[config.mk]
export PLATFORM = sky130hd
export DESIGN_NAME = mtr_router
export DESIGN_NICKNAME = d
export VERILOG_FILES = /design/src/rtl/mtr_pkg.sv /design/src/rtl/mtr_pin_sync.sv /design/src/rtl/mtr_router.sv
export VERILOG_INCLUDE_DIRS = /design/src /design/src/rtl
export SDC_FILE = /design/constraint.sdc
export NUM_CORES = 1
export LEC_CHECK = 0
export BUFFER_PORTS_ARGS = -buffer_cell sky130_fd_sc_hd__buf_2
export CORE_UTILIZATION = 35
export CTS_CLUSTER_DIAMETER = 150
export DETAILED_ROUTE_END_ITERATION = 12
export GPL_TIMING_DRIVEN = 0
export PLACE_DENSITY = 0.64
export RECOVER_POWER = 100
export SLEW_MARGIN = 5
export SYNTH_ARGS = -nofsm -noshare
export SYNTH_HDL_FRONTEND = slang
export SYNTH_HIERARCHICAL = 1
export SYNTH_SLANG_ARGS = --single-unit
[constraint.sdc]
create_clock -name pclk -period 4.8 [get_ports pclk]
set_input_delay 0.24 -clock pclk [delete_from_list [all_inputs] [get_ports pclk]]
set_output_delay 0.24 -clock pclk [all_outputs]
set_load 0.02 [all_outputs]
[src/rtl/mtr_regs.svh]
/*
  Register offsets, field positions and reset values of the terminal router.
  Included by the router module; holds definitions only.
*/
`ifndef MTR_REGS_SVH
`define MTR_REGS_SVH

// Byte address of the routing register.
`define MTR_ROUTE_ADDR 12'h08c
// Byte address of the control register (central DMA enable, output levels).
`define MTR_CTRL_ADDR 12'h080
// Byte address of the read-only terminal status register.
`define MTR_STAT_ADDR 12'h084
// Width of the decoded address.
`define MTR_ADDR_W 12

// Reset value of the routing register.
`define MTR_ROUTE_RESET 32'h0000_0000
// Writable bits of the routing register; bits 31 to 28 always read zero.
`define MTR_ROUTE_WMASK 32'h0fff_ffff
// Width of one terminal field; terminal n sits at bits 4n+3 to 4n.
`define MTR_FIELD_W 4
// Number of multifunction terminals.
`define MTR_TERMS 7

// Reset value and writable bits of the control register.
`define MTR_CTRL_RESET 32'h0000_0000
`define MTR_CTRL_WMASK 32'h0000_1f01
// Control bit of the central DMA enable.
`define MTR_CTRL_DMA_EN 0
// Lowest control bit of the general output levels 0 to 4.
`define MTR_CTRL_GPO_LSB 8

// Status layout: synchronised terminal levels, then the input captures.
`define MTR_STAT_PIN_LSB 0
`define MTR_STAT_GPI_LSB 8
`define MTR_STAT_SERIAL 16
`define MTR_STAT_DMA_GNT 17
`define MTR_STAT_VSTAT 18
`define MTR_STAT_LOCK 19

// Terminals that carry the serial clock and the serial data in serial mode.
`define MTR_SCL_TERM 4
`define MTR_SDA_TERM 1

`endif

[src/rtl/mtr_pkg.sv]
/*
  Types shared by the terminal router: function kinds, decoded routes,
  the bus request carrier and the router's state.
  Assumes the constants of mtr_regs.svh for field widths.
*/
`include "mtr_regs.svh"

package mtr_pkg;

  // Function that a terminal code selects.
  typedef enum logic [3:0] {
    MTR_K_NONE = 4'h0,
    MTR_K_GPI = 4'h1,
    MTR_K_GPO = 4'h2,
    MTR_K_IRQ = 4'h3,
    MTR_K_DMA_REQ = 4'h4,
    MTR_K_DMA_GNT = 4'h5,
    MTR_K_LOCK = 4'h6,
    MTR_K_VSTAT = 4'h7,
    MTR_K_VSEL = 4'h8,
    MTR_K_AUDIO = 4'h9,
    MTR_K_LED = 4'ha,
    MTR_K_EVENT = 4'hb,
    MTR_K_RI = 4'hc,
    MTR_K_SERIRQ = 4'hd,
    MTR_K_CLKRUN = 4'he,
    MTR_K_INTA = 4'hf
  } mtr_kind_t;

  // A decoded terminal code: its kind and an interrupt or general index.
  typedef struct packed {
    mtr_kind_t kind;
    logic [3:0] num;
  } mtr_route_t;

  // APB request signals from the master.
  typedef struct packed {
    logic psel;
    logic penable;
    logic pwrite;
    logic [`MTR_ADDR_W-1:0] paddr;
    logic [31:0] pwdata;
  } mtr_apb_req_t;

  // Whole state of the router.
  typedef struct packed {
    logic [31:0] route;
    logic [31:0] ctrl;
    logic [31:0] rdata;
    logic slverr;
    logic [`MTR_TERMS-1:0] pin_out;
    logic [`MTR_TERMS-1:0] pin_oe;
    logic [4:0] gpi;
    logic dma_grant;
    logic video_status;
    logic lock_in;
    logic sda_in;
  } mtr_state_t;

endpackage

[src/rtl/mtr_pin_sync.sv]
/*
  Three-stage synchroniser for a group of asynchronous terminal levels.
  Assumes the inputs may change at any time relative to pclk.
*/
`timescale 1ns/1ps

module mtr_pin_sync #(
  parameter int W = 9
) (
  input wire logic pclk,
  input wire logic presetn,
  input wire logic [W-1:0] async_in,
  output logic [W-1:0] level
);
  import mtr_pkg::*;

  //////////////////////////////////////////////////////////////////////////////
  // State: three stages and the accepted level.
  typedef struct packed {
    logic [W-1:0] s1;
    logic [W-1:0] s2;
    logic [W-1:0] s3;
    logic [W-1:0] lvl;
  } mtr_sync_t;

  mtr_sync_t state_reg; // Registered state.
  mtr_sync_t state_next; // Next state.

  // A change is accepted only when stages two and three agree, so a level
  // caught mid-transition in stage one never reaches the logic.
  always_comb begin
    state_next = state_reg;
    state_next.s1 = async_in;
    state_next.s2 = state_reg.s1;
    state_next.s3 = state_reg.s2;
    for (int i = 0; i < W; i++) begin
      if (state_reg.s2[i] == state_reg.s3[i]) begin
        state_next.lvl[i] = state_reg.s3[i];
      end
    end
  end

  // Stages clear to zero under reset.
  always_ff @(posedge pclk or negedge presetn) begin
    if (!presetn) begin
      state_reg <= '0;
    end else begin
      state_reg <= state_next;
    end
  end

  assign level = state_reg.lvl;
endmodule

[src/rtl/mtr_router.sv]
/*
  Multifunction terminal router: an APB register file whose routing
  register chooses the function of each of seven multifunction terminals.
  Assumes internal sources and sinks on pclk, terminal inputs and straps
  asynchronous, and an EEPROM loader that presents one word at init.
*/
// Design decision made here: register access over APB.
`timescale 1ns/1ps

`include "mtr_regs.svh"

// What this block does
// - After reset terminals 0-2, 4 and 5 are general inputs; 3 and 6 reserved.
// - EEPROM word may replace routing register contents.
// - Routing bits 31-28 read-only, read zero.
// - Terminal 6: clock-run or interrupts 2-15.
// - Terminal 5 map per bits 23-20.
// - Terminal 4 codes 0000-0110 per bits 19-16.
// - Terminal 4 codes 1000-1110 per bits 19-16.
// - Serial straps high: terminal 4 carries serial clock.
// - Terminal 3: serialized interrupt or interrupts 2-15.
// - Terminal 2 map per bits 11-8.
// - Terminals 1 and 0 at bits 7-4, 3-0.
// - DMA request/grant need central DMA enable.

module mtr_router (
  input wire logic pclk,
  input wire logic presetn,
  input wire mtr_pkg::mtr_apb_req_t apb_req,
  output logic pready,
  output logic [31:0] prdata,
  output logic pslverr,
  input wire logic [`MTR_TERMS-1:0] terminal_in,
  output logic [`MTR_TERMS-1:0] terminal_out,
  output logic [`MTR_TERMS-1:0] terminal_oe,
  input wire logic serial_strap_0,
  input wire logic serial_strap_1,
  input wire logic eeprom_load_valid,
  input wire logic [31:0] eeprom_load_data,
  input wire logic eeprom_scl_out,
  input wire logic eeprom_scl_oe,
  input wire logic eeprom_sda_out,
  input wire logic eeprom_sda_oe,
  output logic eeprom_sda_in,
  output logic serial_mode,
  input wire logic [15:0] irq_lines,
  input wire logic pci_inta,
  input wire logic dma_request,
  input wire logic video_port_select,
  input wire logic card_audio_pwm,
  input wire logic socket_activity_led,
  input wire logic general_event_out,
  input wire logic ring_indicate_out,
  input wire logic serialized_interrupt,
  input wire logic clock_run,
  output logic [4:0] general_input,
  output logic dma_grant,
  output logic video_port_status,
  output logic pci_lock_in,
  output logic central_dma_enable
);
  import mtr_pkg::*;

  //////////////////////////////////////////////////////////////////////////////
  // Declarations.

  mtr_state_t state_reg; // Registered state of the whole block.
  mtr_state_t state_next; // Next state, built by the one combinational process.
  logic [8:0] sync_level; // Synchronised terminals (6..0) and straps (8,7).
  logic [15:0] src; // Internal output signals indexed by function kind.

  //////////////////////////////////////////////////////////////////////////////
  // Functions.

  // Says whether a byte address names one of the three registers.
  function automatic logic mapped(input logic [`MTR_ADDR_W-1:0] a);
    mapped = (a == `MTR_ROUTE_ADDR) || (a == `MTR_CTRL_ADDR) || (a == `MTR_STAT_ADDR);
  endfunction

  // Builds a decoded route from a kind and an index.
  function automatic mtr_route_t mk(input mtr_kind_t k, input logic [3:0] n);
    mk.kind = k;
    mk.num = n;
  endfunction

  // Decodes the four-bit code of one terminal into its function.
  function automatic mtr_route_t decode_term(input int unsigned t, input logic [3:0] c);
    mtr_route_t r;
    logic [3:0] gp;
    r = mk(MTR_K_NONE, 4'h0);
    // General index: terminals 0 to 2 own index t, terminals 4 and 5 own t-1.
    gp = (t > 3) ? 4'(t - 1) : 4'(t);
    case (t)
      6: begin
        // Code zero is reserved; the rest name clock-run or a line.
        if (c == 4'h1) begin
          r = mk(MTR_K_CLKRUN, 4'h0);
        end else if (c != 4'h0) begin
          r = mk(MTR_K_IRQ, c);
        end
      end
      3: begin
        // Same layout as terminal 6 with the serialized stream at 0001.
        if (c == 4'h1) begin
          r = mk(MTR_K_SERIRQ, 4'h0);
        end else if (c != 4'h0) begin
          r = mk(MTR_K_IRQ, c);
        end
      end
      5: begin
        case (c)
          4'h0: r = mk(MTR_K_GPI, gp);
          4'h1: r = mk(MTR_K_GPO, gp);
          4'h2: r = mk(MTR_K_DMA_GNT, 4'h0);
          4'h3, 4'h4, 4'h9, 4'ha, 4'hb, 4'hf: r = mk(MTR_K_IRQ, c);
          4'h6: r = mk(MTR_K_VSTAT, 4'h0);
          4'h7: r = mk(MTR_K_VSEL, 4'h0);
          4'h8: r = mk(MTR_K_AUDIO, 4'h0);
          4'hc, 4'hd: r = mk(MTR_K_LED, 4'h0);
          4'he: r = mk(MTR_K_EVENT, 4'h0);
          default: r = mk(MTR_K_NONE, 4'h0);
        endcase
      end
      4: begin
        case (c)
          4'h0: r = mk(MTR_K_GPI, gp);
          4'h1: r = mk(MTR_K_GPO, gp);
          4'h2: r = mk(MTR_K_LOCK, 4'h0);
          4'h4, 4'h5: r = mk(MTR_K_IRQ, c);
          4'h6: r = mk(MTR_K_VSTAT, 4'h0);
          4'h8: r = mk(MTR_K_AUDIO, 4'h0);
          4'h9, 4'ha: r = mk(MTR_K_IRQ, c);
          4'hc: r = mk(MTR_K_RI, 4'h0);
          4'hd: r = mk(MTR_K_LED, 4'h0);
          4'he: r = mk(MTR_K_EVENT, 4'h0);
          default: r = mk(MTR_K_NONE, 4'h0);
        endcase
      end
      2: begin
        case (c)
          4'h0: r = mk(MTR_K_GPI, gp);
          4'h1: r = mk(MTR_K_GPO, gp);
          4'h2: r = mk(MTR_K_DMA_REQ, 4'h0);
          4'h3, 4'h4, 4'h5, 4'h9, 4'ha, 4'hb: r = mk(MTR_K_IRQ, c);
          4'h6: r = mk(MTR_K_VSTAT, 4'h0);
          4'h7: r = mk(MTR_K_VSEL, 4'h0);
          4'h8: r = mk(MTR_K_AUDIO, 4'h0);
          4'hc: r = mk(MTR_K_RI, 4'h0);
          4'he: r = mk(MTR_K_EVENT, 4'h0);
          4'hf: r = mk(MTR_K_IRQ, 4'h7);
          default: r = mk(MTR_K_NONE, 4'h0);
        endcase
      end
      default: begin
        // Terminals 1 and 0 share one map; only code 0010 differs.
        case (c)
          4'h0: r = mk(MTR_K_GPI, gp);
          4'h1: r = mk(MTR_K_GPO, gp);
          4'h2: r = (t == 0) ? mk(MTR_K_INTA, 4'h0) : mk(MTR_K_NONE, 4'h0);
          4'h3, 4'h4, 4'h5, 4'h9, 4'ha, 4'hb, 4'hd, 4'hf: r = mk(MTR_K_IRQ, c);
          4'h6: r = mk(MTR_K_VSTAT, 4'h0);
          4'h7: r = mk(MTR_K_VSEL, 4'h0);
          4'h8: r = mk(MTR_K_AUDIO, 4'h0);
          4'hc: r = mk(MTR_K_LED, 4'h0);
          4'he: r = mk(MTR_K_EVENT, 4'h0);
          default: r = mk(MTR_K_NONE, 4'h0);
        endcase
      end
    endcase
    decode_term = r;
  endfunction

  //////////////////////////////////////////////////////////////////////////////
  // Synchroniser for terminal inputs and the serial straps.

  // One instance covers every asynchronous level, so all share a latency.
  mtr_pin_sync #(
    .W(9)
  ) u_sync (
    .pclk(pclk),
    .presetn(presetn),
    .async_in({serial_strap_1, serial_strap_0, terminal_in}),
    .level(sync_level)
  );

  //////////////////////////////////////////////////////////////////////////////
  // Internal output sources gathered by kind.

  // Kinds that are inputs or that carry an index stay zero here.
  always_comb begin
    src = 16'h0000;
    src[MTR_K_DMA_REQ] = dma_request;
    src[MTR_K_VSEL] = video_port_select;
    src[MTR_K_AUDIO] = card_audio_pwm;
    src[MTR_K_LED] = socket_activity_led;
    src[MTR_K_EVENT] = general_event_out;
    src[MTR_K_RI] = ring_indicate_out;
    src[MTR_K_SERIRQ] = serialized_interrupt;
    src[MTR_K_CLKRUN] = clock_run;
    src[MTR_K_INTA] = pci_inta;
  end

  //////////////////////////////////////////////////////////////////////////////
  // Next-state logic: bus slave, routing and input capture.

  // Routing is computed from the registered fields, so a write is seen at the
  // terminals one edge after it is stored; the pins stay glitch-free because
  // they come straight from flip-flops.
  always_comb begin
    mtr_route_t r;
    logic smode;
    logic dma_en;
    logic setup;
    logic wr;
    r = mk(MTR_K_NONE, 4'h0);
    smode = sync_level[8] & sync_level[7];
    dma_en = state_reg.ctrl[`MTR_CTRL_DMA_EN];
    setup = apb_req.psel & ~apb_req.penable;
    wr = apb_req.psel & apb_req.penable & apb_req.pwrite & mapped(apb_req.paddr);
    state_next = state_reg;

    // An EEPROM word replaces the routing at initialisation.
    if (eeprom_load_valid) begin
      state_next.route = eeprom_load_data & `MTR_ROUTE_WMASK;
    end

    // A software write wins over a load in the same cycle, as it is later.
    if (wr) begin
      if (apb_req.paddr == `MTR_ROUTE_ADDR) begin
        state_next.route = apb_req.pwdata & `MTR_ROUTE_WMASK;
      end else if (apb_req.paddr == `MTR_CTRL_ADDR) begin
        state_next.ctrl = apb_req.pwdata & `MTR_CTRL_WMASK;
      end
    end

    // Read data and error are captured in the setup cycle, ready for access.
    if (setup) begin
      state_next.slverr = ~mapped(apb_req.paddr);
      if (apb_req.paddr == `MTR_ROUTE_ADDR) begin
        state_next.rdata = state_reg.route & `MTR_ROUTE_WMASK;
      end else if (apb_req.paddr == `MTR_CTRL_ADDR) begin
        state_next.rdata = state_reg.ctrl;
      end else if (apb_req.paddr == `MTR_STAT_ADDR) begin
        state_next.rdata = 32'h0000_0000;
        state_next.rdata[`MTR_STAT_PIN_LSB +: `MTR_TERMS] = sync_level[`MTR_TERMS-1:0];
        state_next.rdata[`MTR_STAT_GPI_LSB +: 5] = state_reg.gpi;
        state_next.rdata[`MTR_STAT_SERIAL] = smode;
        state_next.rdata[`MTR_STAT_DMA_GNT] = state_reg.dma_grant;
        state_next.rdata[`MTR_STAT_VSTAT] = state_reg.video_status;
        state_next.rdata[`MTR_STAT_LOCK] = state_reg.lock_in;
      end else begin
        state_next.rdata = 32'h0000_0000;
      end
    end

    // Input captures default low unless a terminal currently feeds them.
    state_next.gpi = 5'h00;
    state_next.dma_grant = 1'b0;
    state_next.video_status = 1'b0;
    state_next.lock_in = 1'b0;
    state_next.sda_in = 1'b0;

    for (int t = 0; t < `MTR_TERMS; t++) begin
      // Zero codes after reset decode to general inputs, or reserved on terminals 3 and 6: nothing driven.
      r = decode_term(t, state_reg.route[t*`MTR_FIELD_W +: `MTR_FIELD_W]);
      state_next.pin_out[t] = 1'b0;
      state_next.pin_oe[t] = 1'b0;
      case (r.kind)
        MTR_K_GPI: begin
          state_next.gpi[r.num[2:0]] = sync_level[t];
        end
        MTR_K_GPO: begin
          state_next.pin_out[t] = state_reg.ctrl[`MTR_CTRL_GPO_LSB + r.num[2:0]];
          state_next.pin_oe[t] = 1'b1;
        end
        MTR_K_IRQ: begin
          state_next.pin_out[t] = irq_lines[r.num];
          state_next.pin_oe[t] = 1'b1;
        end
        MTR_K_DMA_REQ: begin
          // Without the central enable the terminal is left undriven.
          state_next.pin_out[t] = dma_en & src[MTR_K_DMA_REQ];
          state_next.pin_oe[t] = dma_en;
        end
        MTR_K_DMA_GNT: begin
          state_next.dma_grant = dma_en & sync_level[t];
        end
        MTR_K_VSTAT: begin
          state_next.video_status = sync_level[t];
        end
        MTR_K_LOCK: begin
          state_next.lock_in = sync_level[t];
        end
        MTR_K_NONE: begin
          // Reserved code: input only, no internal signal routed.
          state_next.pin_oe[t] = 1'b0;
        end
        default: begin
          state_next.pin_out[t] = src[r.kind];
          state_next.pin_oe[t] = 1'b1;
        end
      endcase
    end

    // Serial mode hands terminal 4 to the EEPROM clock and terminal 1 to its
    // data, whatever their fields say.
    if (smode) begin
      state_next.pin_out[`MTR_SCL_TERM] = eeprom_scl_out;
      state_next.pin_oe[`MTR_SCL_TERM] = eeprom_scl_oe;
      state_next.pin_out[`MTR_SDA_TERM] = eeprom_sda_out;
      state_next.pin_oe[`MTR_SDA_TERM] = eeprom_sda_oe;
      state_next.sda_in = sync_level[`MTR_SDA_TERM];
      state_next.gpi[3] = 1'b0;
      state_next.gpi[1] = 1'b0;
    end
  end

  //////////////////////////////////////////////////////////////////////////////
  // State register.

  // Routing clears to zero so every terminal starts as an input.
  always_ff @(posedge pclk or negedge presetn) begin
    if (!presetn) begin
      state_reg <= '0;
      state_reg.route <= `MTR_ROUTE_RESET;
      state_reg.ctrl <= `MTR_CTRL_RESET;
    end else begin
      state_reg <= state_next;
    end
  end

  //////////////////////////////////////////////////////////////////////////////
  // Outputs.

  // The slave never inserts wait states.
  assign pready = 1'b1;
  assign prdata = state_reg.rdata;
  assign pslverr = state_reg.slverr;
  assign terminal_out = state_reg.pin_out;
  assign terminal_oe = state_reg.pin_oe;
  assign eeprom_sda_in = state_reg.sda_in;
  // Serial mode is a decoded level of two synchronised straps.
  assign serial_mode = sync_level[8] & sync_level[7];
  assign general_input = state_reg.gpi;
  assign dma_grant = state_reg.dma_grant;
  assign video_port_status = state_reg.video_status;
  assign pci_lock_in = state_reg.lock_in;
  assign central_dma_enable = state_reg.ctrl[`MTR_CTRL_DMA_EN];
endmodule

Yosys cells after proc, flatten, opt, wreduce, memory -nomap -nowiden
Index checks and enable logic that the tools add are counted.

Flip-flop bits (word level): 130. Logic and storage cells: 379.

Add/subtract/negate cells: 7. Eq/ne operators: 132. Bitwise operators: 17. Mux-type cells: 128. Reductions and logical operators: 37. Magnitude comparators: 35.

Operator list (number): 8-bit one-hot mux with 9 select lines (4); 4-bit by 3-bit == test with 1-bit output, second input constant (46); 4-bit == test, second input constant (37); 32-bit 2-to-1 mux (3); 4-bit by 2-bit == test with 1-bit output, second input constant (23); 8-bit one-hot mux with 10 select lines (1); 4-bit by 5-bit < comparator with 1-bit output, second input constant (14); 64-bit 2-to-1 mux (1); 1-bit binary-select mux with 4-bit select (14); 4-bit by 1-bit == test with 1-bit output, second input constant (14); 1-bit 2-to-1 mux (56); 4-bit zero test (12); 5-bit by 6-bit < comparator with 1-bit output, second input constant (7); 20-bit 2-to-1 mux (2); 12-bit by 8-bit == test with 1-bit output, second input constant (3); 4-bit by 3-bit adder with 5-bit output, first input constant (7); 1-bit binary-select mux with 5-bit select (7); 5-bit 2-to-1 mux (7); 5-bit OR reduction (7); 5-bit bitwise mux (6); 3-bit by 4-bit < comparator with 1-bit output, second input constant (7); 28-bit 2-to-1 mux (1); 1-bit one-hot mux with 4 select lines (7); 1-bit demux with 3-bit select (7); 17 further kinds (63).

Depth between registers and ports, before layout
Depth after elaboration: 22. Gate-level depth with buffers: 9. Gate-level depth less buffers: 5.

Cells and area by module
Netlist, hierarchy kept.

By module, submodules not included: mtr_router (cells an instance 609, instances 1, area an instance 5605.4 um^2); mtr_pin_sync (cells an instance 54, instances 1, area an instance 1069.8 um^2).

Least setup slack after synthesis
Ideal clock, no wire load.

Path kind: reg-to-reg. From: register state_reg[106] (netlist name). To: register state_reg, in the netlist terminal_out[4]. Stages on the path, launching flop included: 6. Data arrival time: 1529 ps. Period minus slack after synthesis: 1656 ps. Setup slack: 3144 ps. Data required time: 4674 ps. Path buffers: 0. Cells stage by stage: dfrtp_1 nand2b_1 o2bb2ai_1 a221o_1 a211o_1 a311o_1.

RTL lines: from (decl) (RTL line mtr_router.sv:67) `mtr_state_t state_reg;`; from (signal assigned) (RTL line mtr_router.sv:328) `state_reg <= state_next;`.

Worst setup path after layout
From: input port apb_req[41] (netlist name). To: register state_reg[68] (netlist name).

Longest elaborated chain between the ends: 5. Elaborated cells on any way between the ends: 8.

Ends and longest elaborated chain: from (decl) (RTL line mtr_router.sv:29) `input wire mtr_pkg::mtr_apb_req_t apb_req,`; 12-bit by 8-bit == test with 1-bit output (no line); 1-bit logical OR (2 in series) (RTL line mtr_router.sv:77) `` mapped = (a == `MTR_ROUTE_ADDR) || (a == `MTR_CTRL_ADDR) || (a == `MTR_STAT_ADDR); ``; 1-bit AND (RTL line mtr_router.sv:219) `wr = apb_req.psel & apb_req.penable & apb_req.pwrite & mapped(apb_req.paddr);`; 3-bit AND reduction (no line) *.

Every way passes the cells marked *; elsewhere a longest branch is shown, timed or not. A chain may end at the register's enable or synchronous reset.

==> impl_metrics.csv <==
group,metric,value,unit
outcome,status,"finished with violations",
outcome,violations,"max-capacitance violations, max-slew violations",
critical_path,start_kind,"primary input",
synthesis,ys_seq_area_frac,0.457,
clocking,clockRootBuffer,"clkbuf_16",
layout,fin_area,0.00840,mm²
synthesis,synth_top_family_by_area,"compound AO/OA/AOI/OAI gates",
critical_path,crit_required,5.10,ns
global_route,grt_pass1_wl,30600,µm
clocking,post_cts_buffers,0,
layout,area_delta_synth_final,25.9,%
global_route,antenna_found_initial,2,
floorplan,dieArea,0.0196,mm²
timing,worst_pin_slew,1.51,ns
timing,relSlewSlack,-0.0163,
synthesis,synthFlopType,"dfrtp_1",
critical_path,worstPathArrival,2.58,ns
layout,nFillCells,1817,
routing,wl,20000,µm
synthesis,synth_cell_types,65,
synthesis,syn_area_per_cell,10.1,µm²
routing,num_vias,5645,
timing,rsz0062_at_grt,"false",
floorplan,die_h,140,µm
global_route,grt_pass1_vias,5381,
synthesis,synth_warnings,6,
placed_design,portBuffers,162,
synthesis,syn_inst,663,
clocking,cts_resized,0,
power_and_ir_drop,p_clk_frac,0.439,
routing,drtPass1Iterations,5,
power_and_ir_drop,switching_share,0.279,
critical_path,cp_max_fo,6,
synthesis,async_flop_share,1.00,
global_route,grt_util_all_layers,0.210,
routing,drtIter0Drc,353,
routing,wl_per_cell,18.1,µm
power_and_ir_drop,comb_power_share,0.180,
synthesis,synth_edf_count,0,
synthesis,synth_area,0.00668,mm²
power_and_ir_drop,internal-power,2.16,mW
synthesis,synthAdderAreaFrac,0.0152,
power_and_ir_drop,leakage,3.87,nW
floorplan,core,0.0187,mm²
clocking,path_clk_slew,0.06,ns
timing,period_share,0.475,
synthesis,synthMuxAreaShare,0.124,
timing,clock.fmax,0.439,GHz
power_and_ir_drop,switchingPower,839,µW
floorplan,ios,179,
critical_path,reg2reg_depth,7,
synthesis,yosys_register_bits,122,
synthesis,synth_xor_area_frac,0.00131,
synthesis,synth_compound_area_frac,0.151,
timing,clock_skew,0.0107,ns
global_route,grt_start_max_net_pins,67,
clocking,clock_path_buffers,2,
layout,n_antenna_cell,0,
global_route,overflow,0,
floorplan,die_x,140,µm
placed_design,gp_congestion,0.885,
synthesis,synthSimpleGateAreaFrac,0.143,
floorplan,row_count,50,
min_path,hold_depth,3,
clocking,cts_tree,"yes",
critical_path,path_class,"in -> reg",
power_and_ir_drop,pwr-share-seq,0.381,
layout,nets,978,
critical_path,crit_path_end_kind,"flip-flop",
placed_design,hpwlAfterDp,14900,µm
routing,route.antenna.remaining_nets,0,
timing,finalSetupTns,0,ns
layout,multi_input_area,0.00289,mm²
clocking,cts_inserted_buffers,17,
placed_design,placed_cell_area,0.00782,mm²
clocking,clk-insertion-delay-late,0.42,ns
layout,drive_gt1_frac,0.272,
floorplan,start_util,0.357,
job,maxCapViolations,1,
timing,finalSetupViolCount,0,
layout,ff_latch_area,0.00305,mm²
power_and_ir_drop,ir_drop,0.246,mV
timing,hold_violations,0,
routing,drc,0,
layout,largest_reg_flops,33,
timing,layout_min_cycle_time,2.28,ns
min_path,hold_path.class,"in -> reg",
power_and_ir_drop,powerDensity,357,mW/mm²
timing,maxSlewViolCount,7,
placed_design,dp_cells,1063,
layout,fin_cells,1105,
clocking,cts.sinks,122,
routing,vias_per_cell,5.11,
clocking,htreeDepth,4,
what timing repair did:
item | in CTS | in global routing
hold buffers | 10 | 0
setup endpoints to repair | 0 | 0
hold endpoints to repair | 65 | 0
metal layers:
metal,wire length [µm],global-route usage,vias to the layer above,share of wire
met5,13,0,-,0.00065
met4,358,0.0740,2,0.018
met2,9290,0.326,214,0.46
met1,8870,0.279,2700,0.44
met3,1470,0.0585,25,0.074
li1,-,-,2704,-
path summary, 6_finish.rpt:
check                                 startpoint                   end  slack, ns
max                                  apb_req[41]         state_reg[68]       2.52
min                                  apb_req[26]        state_reg[114]       0.07
max reg2reg                        state_reg[92]       terminal_out[1]       2.82
min in group asynchronous                presetn        state_reg[110]       0.35
min reg2reg                u_sync/state_next[18]  u_sync/state_next[9]       0.35
max in group asynchronous                presetn         state_reg[67]       3.74
area by class of cell:
| type | instances | share of cell area |
|---|---|---|
| Buffer | 110 | 0.0779 |
| Clock buffer | 19 | 0.0527 |
| Clock inverter | 13 | 0.0198 |
| Inverter | 8 | 0.00357 |
| Multi-Input combinational cell | 426 | 0.343 |
| Sequential cell | 122 | 0.363 |
| Tap cell | 234 | 0.0348 |
| Timing Repair Buffer | 173 | 0.104 |
worst max-delay path, stage by stage:
cell and delay [ns]:
buf_2 0.09, nor4_1 0.37, nand3_1 0.25, nor4_1 1.19
mux2_2 0.43
power groups by stage:
stage / combinational [mW] / sequential, mW / clock [mW]
CTS: 0.553 / 1.14 / 1.35
global placement: 0.536 / 1.16 / 0
floorplan: 0.352 / 1.15 / 0
global route: 0.590 / 1.15 / 1.39
finish: 0.541 / 1.14 / 1.32
detailed placement: 0.543 / 1.16 / 0
cells in the mapped netlist, types with 12 or more instances:
library cell / n / area (µm²)
mux2_2: 19 / 214
a22o_1: 12 / 105
nand2_1: 38 / 143
dfrtp_1: 122 / 3050
clkbuf_1: 24 / 90.1
mux2i_1: 50 / 500
a21oi_1: 52 / 260
nand2b_1: 13 / 81.3
buf_2: 16 / 80.1
nor2_1: 47 / 176
o21ai_0: 31 / 155
buf_4: 66 / 495
nor2b_1: 14 / 87.6
cell usage in the layout (no fill, tap or decap), types with 12 or more instances in the layout:
cell type,instances
clkbuf_16,17
a21oi_1,52
dfrtp_1,122
o21ai_0,40
mux2_2,18
a22o_1,12
clkbuf_1,94
nand2_1,38
mux2i_1,50
nand2b_1,13
buf_2,114
nor2_1,47
nor2b_1,14
buf_4,61
metrics by stage:
step           hold slack (ns)  utilization  worst slack (ns)  total power, mW
6_report                0.0709        0.449              2.52             3.00
5_1_grt                 0.0650        0.449              2.45             3.13
4_1_cts                 0.0544        0.456              2.94             3.04
3_5_place_dp             0.255        0.418              2.84             1.70
3_3_place_gp             0.332        0.416              1.87             1.70
2_1_floorplan          -0.0556            -              3.14             1.50
kinds of logic (layout without fill, tap and decap cells):
family,Yosys count,count (layout)
buffers and inverters,118,323
DFF,122,122
adders and majority gates,9,9
xor gates and xnor gates,1,1
muxes,74,74
AOI/OAI and AO/OA,161,161
other,2,5
and+or+nand+nor,176,176
(Power assumes the default switching activity.)
